## config.mk

```make
export PLATFORM = sky130hd
export DESIGN_NAME = adcsc_top
export DESIGN_NICKNAME = d
export VERILOG_FILES = /design/src/include/adcsc_pkg.sv /design/src/adcsc_top.sv /design/src/adcsc_tick.sv /design/src/adcsc_flags.sv
export SDC_FILE = /design/constraint.sdc
export NUM_CORES = 1
export LEC_CHECK = 0
export ABC_CLOCK_PERIOD_IN_PS = 3650
export BUFFER_PORTS_ARGS = -buffer_cell sky130_fd_sc_hd__buf_4
export CAP_MARGIN = 20
export CORE_UTILIZATION = 50
export CTS_BUF_LIST = sky130_fd_sc_hd__clkbuf_2
export CTS_CLUSTER_SIZE = 16
export DETAILED_ROUTE_END_ITERATION = 16
export PLACE_DENSITY = 0.78
export SYNTH_ARGS = -nofsm -noshare
export SYNTH_HDL_FRONTEND = slang
export SYNTH_SLANG_ARGS = --single-unit
export TNS_END_PERCENT = 100
```

## constraint.sdc

```tcl
create_clock -name I_CLK -period 3.65 [get_ports I_CLK]
set_clock_uncertainty 0.1 [all_clocks]
set_input_delay 0.1825 -clock I_CLK [delete_from_list [all_inputs] [get_ports I_CLK]]
set_output_delay 0.1825 -clock I_CLK [all_outputs]
set_load 0.03 [all_outputs]
```

## src/include/adcsc_pkg.sv

```systemverilog
// package: register map, field layout, reset values and types of the scan controller
package adcsc_pkg;
   localparam logic [11:0] ADCSC_OFF_CTL = 12'h000;
   localparam logic [11:0] ADCSC_OFF_TRG = 12'h004;
   localparam logic [11:0] ADCSC_OFF_CFG = 12'h008;
   localparam logic [11:0] ADCSC_OFF_INTF = 12'h00c;
   localparam logic [11:0] ADCSC_OFF_INTE = 12'h010;
   localparam logic [11:0] ADCSC_OFF_RES0 = 12'h020;
   localparam int ADCSC_CTL_EN_BIT = 0;
   localparam int ADCSC_CTL_ST_BIT = 1;
   localparam int ADCSC_CTL_BSY_BIT = 10;
   localparam int ADCSC_CTL_CUR_LSB = 12;
   localparam int ADCSC_TRG_END_LSB = 11;
   localparam int ADCSC_TRG_STA_LSB = 8;
   localparam int ADCSC_TRG_ALN_BIT = 7;
   localparam int ADCSC_TRG_MOD_BIT = 6;
   localparam int ADCSC_TRG_SRC_LSB = 4;
   localparam int ADCSC_TRG_SMP_LSB = 0;
   localparam int ADCSC_INT_OV_LSB = 8;
   localparam logic [15:0] ADCSC_TRG_MASK = 16'h3ff7;
   localparam logic [15:0] ADCSC_CFG_MASK = 16'h0003;
   localparam logic [15:0] ADCSC_TRG_RST = 16'h0007;
   localparam logic [1:0] ADCSC_SRC_SW = 2'h0;
   localparam logic [1:0] ADCSC_SRC_TMR = 2'h1;
   localparam logic [1:0] ADCSC_SRC_EXT = 2'h3;
   localparam logic [3:0] ADCSC_SMP_BASE = 4'h4;
   localparam logic [4:0] ADCSC_TICK_DIV = 5'h04;
   typedef struct packed {
      logic psel;
      logic penable;
      logic pwrite;
      logic [11:0] paddr;
      logic [31:0] pwdata;
   } adcsc_apb_req_t;
   typedef struct packed {
      logic pready;
      logic pslverr;
      logic [31:0] prdata;
   } adcsc_apb_rsp_t;
   typedef struct packed {
      logic start;
      logic [2:0] chan;
      logic [3:0] smp_cycles;
   } adcsc_conv_req_t;
   typedef struct packed {
      logic done;
      logic [2:0] chan;
      logic [11:0] value;
   } adcsc_conv_rsp_t;
endpackage

```

## src/adcsc_top.sv

```systemverilog
// scan controller: apb registers, trigger, sequencing and result store of one converter channel
// Behaviour
// enable bit runs and clocks the converter
// disable does terminate processing, then reads 0
// software checks busy before changing configuration
// start and end fields pick inputs 0-7
// software keeps end not below start
// alignment bit picks left or right justify
// justified result zero fills unused bits
// alignment change re-presents all stored results
// mode bit picks continuous or one-time
// trigger field picks software, timer, external
// sampling time is field plus four
// zero voltage range blocks all conversion (code checks it only before a scan starts; a running scan keeps converting)
// software sets voltage range to supply
// flag register holds overwrite and completion flags
// write one clears a flag
// enable register matches flags, resets zero
// load sets completion, repeat load sets overwrite
// interrupt request when enabled flag set
// start bit starts or arms, zero terminates
// busy reads one while converting
// scan ascends, continuous wraps to start
`timescale 1ns/10ps
`default_nettype none
module adcsc_top
   import adcsc_pkg::*;
#(
   parameter int NCH = 8,
   parameter logic [4:0] TICK_DIV = ADCSC_TICK_DIV
) (
   input wire logic I_CLK,
   input wire logic I_RESET,
   input wire adcsc_pkg::adcsc_apb_req_t I_APB,
   output adcsc_pkg::adcsc_apb_rsp_t O_APB,
   input wire logic I_EXT_TRIGGER_PIN,
   input wire logic I_TIMER_UNDERFLOW,
   input wire adcsc_pkg::adcsc_conv_rsp_t I_CONV,
   output adcsc_pkg::adcsc_conv_req_t O_CONV,
   output logic O_CONV_CLK_EN,
   output logic O_IRQ
);
   import adcsc_pkg::*;

   typedef enum logic [3:0] {
      S_IDLE = 4'b0001,
      S_SAMPLE = 4'b0010,
      S_CONVERT = 4'b0100,
      S_STOP = 4'b1000
   } adcsc_state_t;

   typedef struct packed {
      adcsc_state_t state;
      logic enable;
      logic start_bit;
      logic armed;
      logic stop_req;
      logic [2:0] cur;
      logic [3:0] smp_cnt;
      logic [15:0] trg;
      logic [15:0] cfg;
      logic [15:0] inte;
      logic ext_d;
      logic tmr_d;
      logic conv_start;
      logic [31:0] rdata;
   } adcsc_st_t;

   adcsc_st_t st_r, st_nxt;
   logic [11:0] res_mem_r [NCH];
   logic tick;
   logic [15:0] flags;
   logic flag_irq;
   logic wr_en;
   logic rd_en;
   logic clr_we;
   logic res_hit;
   logic [2:0] res_idx;
   logic trig_hit;
   logic range_ok;
   logic [2:0] sta_sel;
   logic [2:0] end_sel;
   logic cont_mode;
   logic [1:0] src_sel;

   // place a raw 12-bit result according to the alignment bit
   function automatic logic [15:0] align_result(input logic [11:0] v, input logic left);
      if (left) begin
         align_result = {v, 4'h0};
      end else begin
         align_result = {4'h0, v};
      end
   endfunction

   // offset decode for the block of result registers
   function automatic logic in_res(input logic [11:0] a);
      in_res = (a >= ADCSC_OFF_RES0) && (a < ADCSC_OFF_RES0 + 12'(4 * NCH)) && (a[1:0] == 2'h0);
   endfunction

   adcsc_tick #(
      .DIV(TICK_DIV)
   ) u_tick (
      .i_clk(I_CLK),
      .i_reset(I_RESET),
      .i_run(st_r.enable || st_r.state != S_IDLE),
      .o_tick(tick)
   );

   adcsc_flags #(
      .NCH(NCH)
   ) u_flags (
      .i_clk(I_CLK),
      .i_reset(I_RESET),
      .i_load(I_CONV.done && st_r.state == S_CONVERT),
      .i_chan(I_CONV.chan),
      .i_clr_we(clr_we),
      .i_clr_mask(I_APB.pwdata[15:0]),
      .i_enables(st_r.inte),
      .o_flags(flags),
      .o_irq(flag_irq)
   );

   assign wr_en = I_APB.psel && I_APB.penable && I_APB.pwrite;
   assign rd_en = I_APB.psel && !I_APB.penable && !I_APB.pwrite;
   assign clr_we = wr_en && I_APB.paddr == ADCSC_OFF_INTF;
   assign res_hit = in_res(I_APB.paddr);
   assign res_idx = 3'((I_APB.paddr - ADCSC_OFF_RES0) >> 2);
   assign sta_sel = st_r.trg[ADCSC_TRG_STA_LSB +: 3];
   assign end_sel = st_r.trg[ADCSC_TRG_END_LSB +: 3];
   assign cont_mode = st_r.trg[ADCSC_TRG_MOD_BIT];
   assign src_sel = st_r.trg[ADCSC_TRG_SRC_LSB +: 2];
   assign range_ok = st_r.cfg[1:0] != 2'h0;

   // trigger source selection; edges on the external pin (active low) and timer
   always_comb begin
      case (src_sel)
         ADCSC_SRC_SW: trig_hit = st_r.start_bit;
         ADCSC_SRC_TMR: trig_hit = st_r.armed && I_TIMER_UNDERFLOW && !st_r.tmr_d;
         ADCSC_SRC_EXT: trig_hit = st_r.armed && !I_EXT_TRIGGER_PIN && st_r.ext_d;
         default: trig_hit = 1'b0;
      endcase
   end

   always_comb begin
      st_nxt = st_r;
      st_nxt.conv_start = 1'b0;
      st_nxt.ext_d = I_EXT_TRIGGER_PIN;
      st_nxt.tmr_d = I_TIMER_UNDERFLOW;
      // register writes
      if (wr_en) begin
         case (I_APB.paddr)
            ADCSC_OFF_CTL: begin
               st_nxt.enable = I_APB.pwdata[ADCSC_CTL_EN_BIT];
               st_nxt.start_bit = I_APB.pwdata[ADCSC_CTL_ST_BIT];
               st_nxt.armed = I_APB.pwdata[ADCSC_CTL_ST_BIT];
               if (!I_APB.pwdata[ADCSC_CTL_ST_BIT] && st_r.state != S_IDLE) begin
                  st_nxt.stop_req = 1'b1;
               end
               if (!I_APB.pwdata[ADCSC_CTL_EN_BIT] && st_r.enable) begin
                  st_nxt.stop_req = 1'b1;
               end
            end
            ADCSC_OFF_TRG: st_nxt.trg = I_APB.pwdata[15:0] & ADCSC_TRG_MASK;
            ADCSC_OFF_CFG: st_nxt.cfg = I_APB.pwdata[15:0] & ADCSC_CFG_MASK;
            ADCSC_OFF_INTE: st_nxt.inte = I_APB.pwdata[15:0];
            default: st_nxt.trg = st_nxt.trg;
         endcase
      end
      // scan sequencer
      case (st_r.state)
         S_IDLE: begin
            st_nxt.stop_req = 1'b0;
            if (st_r.enable && range_ok && trig_hit) begin
               st_nxt.state = S_SAMPLE;
               st_nxt.cur = sta_sel;
               st_nxt.smp_cnt = 4'h0;
               st_nxt.armed = 1'b0;
            end
         end
         S_SAMPLE: begin
            if (tick) begin
               if (st_r.smp_cnt == 4'(st_r.trg[ADCSC_TRG_SMP_LSB +: 3]) + ADCSC_SMP_BASE - 4'h1) begin
                  st_nxt.state = S_CONVERT;
                  st_nxt.conv_start = 1'b1;
               end else begin
                  st_nxt.smp_cnt = st_r.smp_cnt + 4'h1;
               end
            end
         end
         S_CONVERT: begin
            if (I_CONV.done) begin
               st_nxt.smp_cnt = 4'h0;
               if (st_r.stop_req || !st_r.enable) begin
                  st_nxt.state = S_STOP;
               end else if (st_r.cur < end_sel) begin
                  st_nxt.cur = st_r.cur + 3'h1;
                  st_nxt.state = S_SAMPLE;
               end else if (cont_mode) begin
                  st_nxt.cur = sta_sel;
                  st_nxt.state = S_SAMPLE;
               end else begin
                  st_nxt.state = S_STOP;
               end
            end
         end
         S_STOP: begin
            st_nxt.state = S_IDLE;
            st_nxt.stop_req = 1'b0;
            st_nxt.armed = st_r.start_bit && st_r.enable && !cont_mode;
         end
         default: st_nxt.state = S_IDLE;
      endcase
      // software start is level sensitive; the start bit clears when a software-triggered scan reaches S_STOP
      if (st_r.state == S_STOP && src_sel == ADCSC_SRC_SW) begin
         st_nxt.start_bit = 1'b0;
      end
      // read data
      st_nxt.rdata = 32'h0;
      if (rd_en) begin
         case (I_APB.paddr)
            ADCSC_OFF_CTL: begin
               st_nxt.rdata[ADCSC_CTL_EN_BIT] = st_r.enable || st_r.state != S_IDLE;
               st_nxt.rdata[ADCSC_CTL_ST_BIT] = st_r.start_bit;
               st_nxt.rdata[ADCSC_CTL_BSY_BIT] = st_r.state != S_IDLE;
               st_nxt.rdata[ADCSC_CTL_CUR_LSB +: 3] = st_r.cur;
            end
            ADCSC_OFF_TRG: st_nxt.rdata[15:0] = st_r.trg;
            ADCSC_OFF_CFG: st_nxt.rdata[15:0] = st_r.cfg;
            ADCSC_OFF_INTF: st_nxt.rdata[15:0] = flags;
            ADCSC_OFF_INTE: st_nxt.rdata[15:0] = st_r.inte;
            default: begin
               if (res_hit) begin

                  st_nxt.rdata[15:0] = align_result(res_mem_r[res_idx], st_r.trg[ADCSC_TRG_ALN_BIT]);
               end
            end
         endcase
      end
      if (I_RESET) begin
         st_nxt.state = S_IDLE;
      end
   end

   always_ff @(posedge I_CLK) begin
      if (I_RESET) begin
         st_r <= '{state: S_IDLE, trg: ADCSC_TRG_RST, ext_d: 1'b1, default: '0};
      end else begin
         st_r <= st_nxt;
      end
   end

   // raw results are stored unaligned so the alignment bit only affects reads
   always_ff @(posedge I_CLK) begin
      if (I_RESET) begin
         for (int i = 0; i < NCH; i++) begin
            res_mem_r[i] <= 12'h000;
         end
      end else if (I_CONV.done && st_r.state == S_CONVERT) begin
         res_mem_r[I_CONV.chan] <= I_CONV.value;
      end
   end

   always_comb begin
      O_APB.pready = 1'b1;
      O_APB.prdata = st_r.rdata;
      O_APB.pslverr = 1'b0;
      O_CONV.start = st_r.conv_start;
      O_CONV.chan = st_r.cur;
      O_CONV.smp_cycles = 4'(st_r.trg[ADCSC_TRG_SMP_LSB +: 3]) + ADCSC_SMP_BASE;
   end
   assign O_CONV_CLK_EN = st_r.enable || st_r.state != S_IDLE;
   assign O_IRQ = flag_irq;
endmodule
`default_nettype wire

```

## src/adcsc_tick.sv

```systemverilog
// timer clock enable divider: one-cycle pulse every div cycles
`timescale 1ns/10ps
`default_nettype none
module adcsc_tick #(
   parameter logic [4:0] DIV = 5'h04
) (
   input wire logic i_clk,
   input wire logic i_reset,
   input wire logic i_run,
   output logic o_tick
);
   typedef struct packed {
      logic [4:0] cnt;
      logic tick;
   } adcsc_tick_st_t;
   adcsc_tick_st_t st_r, st_nxt;
   always_comb begin
      st_nxt = st_r;
      st_nxt.tick = 1'b0;
      if (!i_run) begin
         st_nxt.cnt = 5'h00;
      end else if (st_r.cnt == DIV - 5'h01) begin
         st_nxt.cnt = 5'h00;
         st_nxt.tick = 1'b1;
      end else begin
         st_nxt.cnt = st_r.cnt + 5'h01;
      end
   end
   always_ff @(posedge i_clk) begin
      if (i_reset) begin
         st_r <= '0;
      end else begin
         st_r <= st_nxt;
      end
   end
   assign o_tick = st_r.tick;
endmodule
`default_nettype wire

```

## src/adcsc_flags.sv

```systemverilog
// per-input completion and overwrite flags with write-one-to-clear and enables
`timescale 1ns/10ps
`default_nettype none
module adcsc_flags #(
   parameter int NCH = 8
) (
   input wire logic i_clk,
   input wire logic i_reset,
   input wire logic i_load,
   input wire logic [2:0] i_chan,
   input wire logic i_clr_we,
   input wire logic [15:0] i_clr_mask,
   input wire logic [15:0] i_enables,
   output logic [15:0] o_flags,
   output logic o_irq
);
   typedef struct packed {
      logic [NCH-1:0] ov;
      logic [NCH-1:0] cp;
   } adcsc_flag_st_t;
   adcsc_flag_st_t st_r, st_nxt;
   always_comb begin
      st_nxt = st_r;
      if (i_clr_we) begin
         st_nxt.ov = st_r.ov & ~i_clr_mask[15:8];
         st_nxt.cp = st_r.cp & ~i_clr_mask[7:0];
      end
      if (i_load) begin
         st_nxt.cp[i_chan] = 1'b1;
         if (st_r.cp[i_chan]) begin
            st_nxt.ov[i_chan] = 1'b1;
         end
      end
   end
   always_ff @(posedge i_clk) begin
      if (i_reset) begin
         st_r <= '0;
      end else begin
         st_r <= st_nxt;
      end
   end
   assign o_flags = {st_r.ov, st_r.cp};
   assign o_irq = |(o_flags & i_enables);
endmodule
`default_nettype wire

```

Yosys cells after proc, flatten, opt, wreduce, memory -nomap -nowiden
Memories as Yosys holds them, arrays and structs flattened.
Index checks and enable logic that the tools add are counted.

operators by class
  bitwise logic cells = 11
  mux-type cells = 49
  $add $sub $neg = 6
  magnitude comparators = 5
  reductions and logical operators = 56
  equal/unequal tests = 20

operators by type and width
  operator                                                            number
  two-way mux 16 bit                                                  4
  two-way mux 4 bit                                                   9
  one-hot mux 8 bit (4 select lines)                                  1
  == test 12 x 4 -> 1 bit, second input constant                      2
  one-hot mux 4 bit (3 select lines)                                  2
  logical AND 1 bit                                                   20
  bitwise AND 16 bit                                                  1
  bitwise AND 8 bit                                                   2
  inverter 8 bit                                                      2
  bitwise OR 8 bit                                                    2
  OR reduction 16 bit                                                 1
  one-hot mux 3 bit (5 select lines)                                  1
  two-way mux 7 bit                                                   2
  two-way mux 1 bit                                                   13
  == test 12 x 3 -> 1 bit, second input constant                      1
  == test 12 x 5 -> 1 bit, second input constant                      1
  greater-or-equal comparator 12 x 6 -> 1 bit, second input constant  1
  logical NOT 12 bit                                                  1
  < comparator 12 x 7 -> 1 bit, second input constant                 1
  two-way mux 12 bit                                                  1
  two-way mux 3 bit                                                   4
  OR reduction 12 bit                                                 1
  inequality test 2 bit, second input constant                        5
  one-hot mux 2 bit (5 select lines)                                  1
  42 further kinds                                                    68

storage, ports and cells
  register bits = 103
  memory bits (writable) = 96
  bits of input ports = 67
  output and inout bits = 44
  memories = 1
  word-level logic and storage cells = 167

memory list
  name       depth  width  rd ports  clocked after Yosys merged registers in  write ports  line             text
  res_mem_r  8      12     1         0                                        8            adcsc_top.sv:70  logic [11:0] res_mem_r [NCH];

Depth between registers and ports, before layout
  depth in word-level cells = 8
  gate-level depth with buffers = 9
  depth with buffers taken out = 8

Hierarchy
From an unflattened synthesis, not the netlist that was laid out.

second synthesis, totals
  cell total of the unflattened synthesis = 828
  area, all modules = 8997.4 sq um

by module, submodules not included
  module       area an instance (sq um)  sequential area each (sq um)  cells each  times used
  adcsc_top    7917.6                    4184.0                        712         1
  adcsc_flags  822.0                     320.3                         94          1
  adcsc_tick   257.7                     120.1                         22          1

Least setup slack after synthesis
Ideal clock, no wire load.

  kind = reg-to-reg
  start point = reg st_r[94] (netlist bit)
  end point = mem res_mem_r[0][0] (enable)
  path slack = 972 ps
  arrival = 2181 ps
  period minus slack after synthesis = 2678 ps
  setup time = 398 ps
  cell stages (with the launch flop) = 4
  data required time = 3152 ps
  path buffers = 0
  cells stage by stage = dfxtp_1 nor4b_4 nand3b_1 o21ai_0

RTL lines
  element                 line              text
  from (decl)             adcsc_top.sv:69   adcsc_st_t st_r, st_nxt;
  from (signal assigned)  adcsc_top.sv:248  st_r <= st_nxt;
  to (decl)               adcsc_top.sv:70

Final worst setup path
  start point = in I_APB[35] (netlist bit)
  end point = reg st_r[42] (netlist bit)

between the ends
  word-level cells in the longest chain between the ends = 2

RTL lines
  element                               line              text
  from (decl)                           adcsc_top.sv:34   input wire adcsc_pkg::adcsc_apb_req_t I_APB,
  == test 12 x 5 -> 1 bit               adcsc_top.sv:151  case (I_APB.paddr)
  AND reduction 2 bit (no source line)  -

No other way between the ends.
A chain may end at the register's enable or synchronous reset.

==> impl_metrics.tcl <==
set metrics [dict create \
    avgViaCountPerCell 5.85 \
    grt_pass1_wl_um 34200 \
    routabilityCongestion 0.891 \
    n_fill_cell 1341 \
    crit_path_cell_trace "dlygate4sd3_1, buf_4, nor2_1, nand2_1, nor4_1, and2_1, nand2_1, dlygate4sd3_1, a21oi_1, dlygate4sd3_1" \
    synth_ff_type "edfxtp_1" \
    drt_iter0_drc 779 \
    ys_types 65 \
    ys.warnings.count 0 \
    ant_nets 0 \
    avgSynthCellArea_um2 11.2 \
    grt_overflow 0 \
    finalCriticalPeriod_ns 3.02 \
    cp_common_cell "dlygate4sd3_1" \
    hp-class "input pin to flip-flop" \
    synth_edf_count 96 \
    dieArea_um2 18000 \
    ys_seq_area_share_pct 52.9 \
    root_buffer "clkbuf_2" \
    htreeDepth 4 \
    grt_use_total_pct 25.7 \
    synth_top_area_cell "edfxtp_1" \
    final_nets 970 \
    multiInputGateArea_um2 3610 \
    worst_pin_slew_ns 0.989 \
    die_height_um 134 \
    clkTransAtPathRegs_ns 0.28 \
    setup_viol 0 \
    clkLatencyLatePin_ns 0.82 \
    ys_async_sr_fraction_pct 0 \
    leakage_uw 0.00381 \
    grt_max_degree 56 \
    drc 0 \
    clock_sinks 183 \
    syn2layout_area_growth_pct 17.5 \
    synth_seq_cells 183 \
    vias 6617 \
    fmax_mhz 331 \
    synth_top_area_share_pct 33.0 \
    cts_resized 0 \
    fp.coreArea_um2 16800 \
    whs_ns 0.0632 \
    power_density_nw_per_um2 351 \
    setup_tns_ns 0 \
    hold_viol 0 \
    arrival_ns 3.70 \
    yosys-top-cells-area "edfxtp_1 33%, dfxtp_1 20%, and2_1 7.1%, mux4_2 6.2%, buf_4 3.7%" \
    layout-drive-gt1-share_pct 20.3 \
    first_global_vias 6265 \
    tritoncts "yes" \
    crit_path_end_kind "flip-flop" \
    antenna_found_initial 1 \
    slew_viol_final 0 \
    place_hpwl_um 14200 \
    io-pin-count 111 \
    finalCritPeriodShare_pct 82.9 \
    start_kind "input pin" \
    fin_util_pct 61.0 \
    ff_latch_area_um2 4620 \
    crit_required_ns 4.33 \
    cts_max_path_buffers 2 \
    routed_wl_um 22300 \
    status "completed" \
    start_util_pct 51.9 \
    ff2ff_setup_slack_ns 0.72 \
    crit_fanout 33 \
    dieWidth_um 134 \
    first_pass_iters 6 \
    io_buffers 76 \
    relSlewSlack_pct 34.0 \
    numCtsBuffers 17 \
    synthesis.area_um2 8730 \
    synthCells 778 \
    rows 47 \
    cpPeakStageDelay_ns 0.64 \
    crit_type "input pin to flip-flop" \
    cp_slowest_cell "and2_1" \
    max_cap_violations 0 \
    wl_per_cell_um 19.7 \
    grt_setup_unrepaired "no" \
    ir_worst_vdd_uv 175 \
]
-- cell families (layout without fill, tap and decap cells) --
kind of cell / count (synthesis) / in the layout / share of synthesized area (%)
buffers and inverters: 100 / 216 / 6.46
adder cells (fa/ha/maj): 6 / 6 / 0.859
flip-flops: 183 / 183 / 52.9
multiplexers: 55 / 55 / 9.87
AO/OA/AOI/OAI: 134 / 134 / 10.7
XOR/XNOR: 6 / 6 / 0.602
other: 2 / 19 / 0.0860
AND/OR/NAND/NOR: 292 / 292 / 18.5
-- routing by layer --
layer / GRT usage [%] / part of all wire, % / vias to the layer above
li1: - / - / 3018
met1: 32.9 / 39 / 3175
met2: 42.8 / 49 / 364
met3: 3.93 / 8.5 / 60
met4: 12.1 / 3.6 / 0
met5: 0 / 0 / -
-- path summary, 6_finish.rpt --
path,start,to,depth (start not counted)
worst min register to register,u_tick.st_r[1]$_SDFF_PP0_,u_tick.st_r[1]$_SDFF_PP0_,1
worst max register to register,st_r[94]$_SDFFE_PP1P_,res_mem_r[6][4]$_SDFFCE_PN0P_,7
worst min-delay path,I_APB[8],st_r[75]$_SDFFE_PP0P_,4
worst max-delay path,I_APB[35],st_r[42]$_SDFFE_PP0P_,10
-- sequential cells by signal (all words and copies together), names as in the netlist --
signal / count
res_mem_r: 96
end_sel: 3
u_tick.st_r: 5
O_CONV: 4
cont_mode: 1
st_r: 39
src_sel: 2
u_tick.o_tick: 1
u_flags.o_flags: 16
O_APB: 16
-- timing repair --
| action | in CTS | in global routing |
|---|---|---|
| hold buffers | 76 | 0 |
| setup buffers | 0 | 0 |
| hold endpoints to repair | 233 | 0 |
-- worst max-delay path: cells and delay by family --
kind                   cells  cell delay, ns
and+or+nand+nor            5            1.42
buffers and inverters      4            1.96
AOI/OAI and AO/OA          1            0.14
-- cell usage after synthesis, drive strengths merged (4+ instances only) --
master / number
mux4: 24
edfxtp: 96
nand3: 8
a22oi: 8
a31o: 9
clkbuf: 22
a211oi: 5
nor3: 21
o211ai: 8
inv: 14
mux2i: 22
a32o: 9
ha: 6
a21oi: 33
and2: 99
nand2: 83
nand2b: 7
nor2b: 4
nor4b: 4
buf: 64
and3: 7
o21ai: 28
dfxtp: 87
or3: 6
a22o: 4
mux2: 9
a222oi: 9
or4b: 4
a221oi: 4
nor2: 33
-- report_power, final --
group          leakage, uW  switching [uW]  internal [uW]
registers          0.00169            18.7           2200
logic              0.00198             214            155
clock network     0.000142             788            226
-- through the flow --
stage,cells,setup slack [ns],total power [uW],cell area [um^2]
after floorplan,794,0.972,2460,8790
after global placement,1022,1.13,2580,9260
after detailed placement,1022,1.08,2580,9260
after CTS,1130,0.789,3610,10300
after global routing,1131,0.484,3710,10300
final,1131,0.625,3610,10300
-- area by class of cell --
type	count	share of cell area, %
diodes	1	0.0244
clock buffers	17	0.829
clock inverters	15	1.49
inverters	14	0.512
multi-input cells	511	35.1
flip-flops and latches	183	45.1
well taps	220	2.68
repair buffers	170	14.3
-- cells in the final DEF (no fill, tap or decap), types with 7 or more instances in the layout --
cell type and n:
dlygate4sd3_1 76, a31o_2 8, a21oi_1 33, inv_1 14, and3_1 7, edfxtp_1 96, mux4_2 24, o21ai_0 13
nand2_1 83, o211ai_1 8, and2_1 99, nand2b_1 7, mux2i_1 22, a222oi_1 9, dfxtp_1 87, nand3_1 7
clkbuf_2 17, buf_4 94, conb_1 18, mux2_2 9, a22oi_1 8, a32o_1 9, nor3_1 16, nor2_1 32
o21ai_1 15
Power figures use the tool's default switching activity.
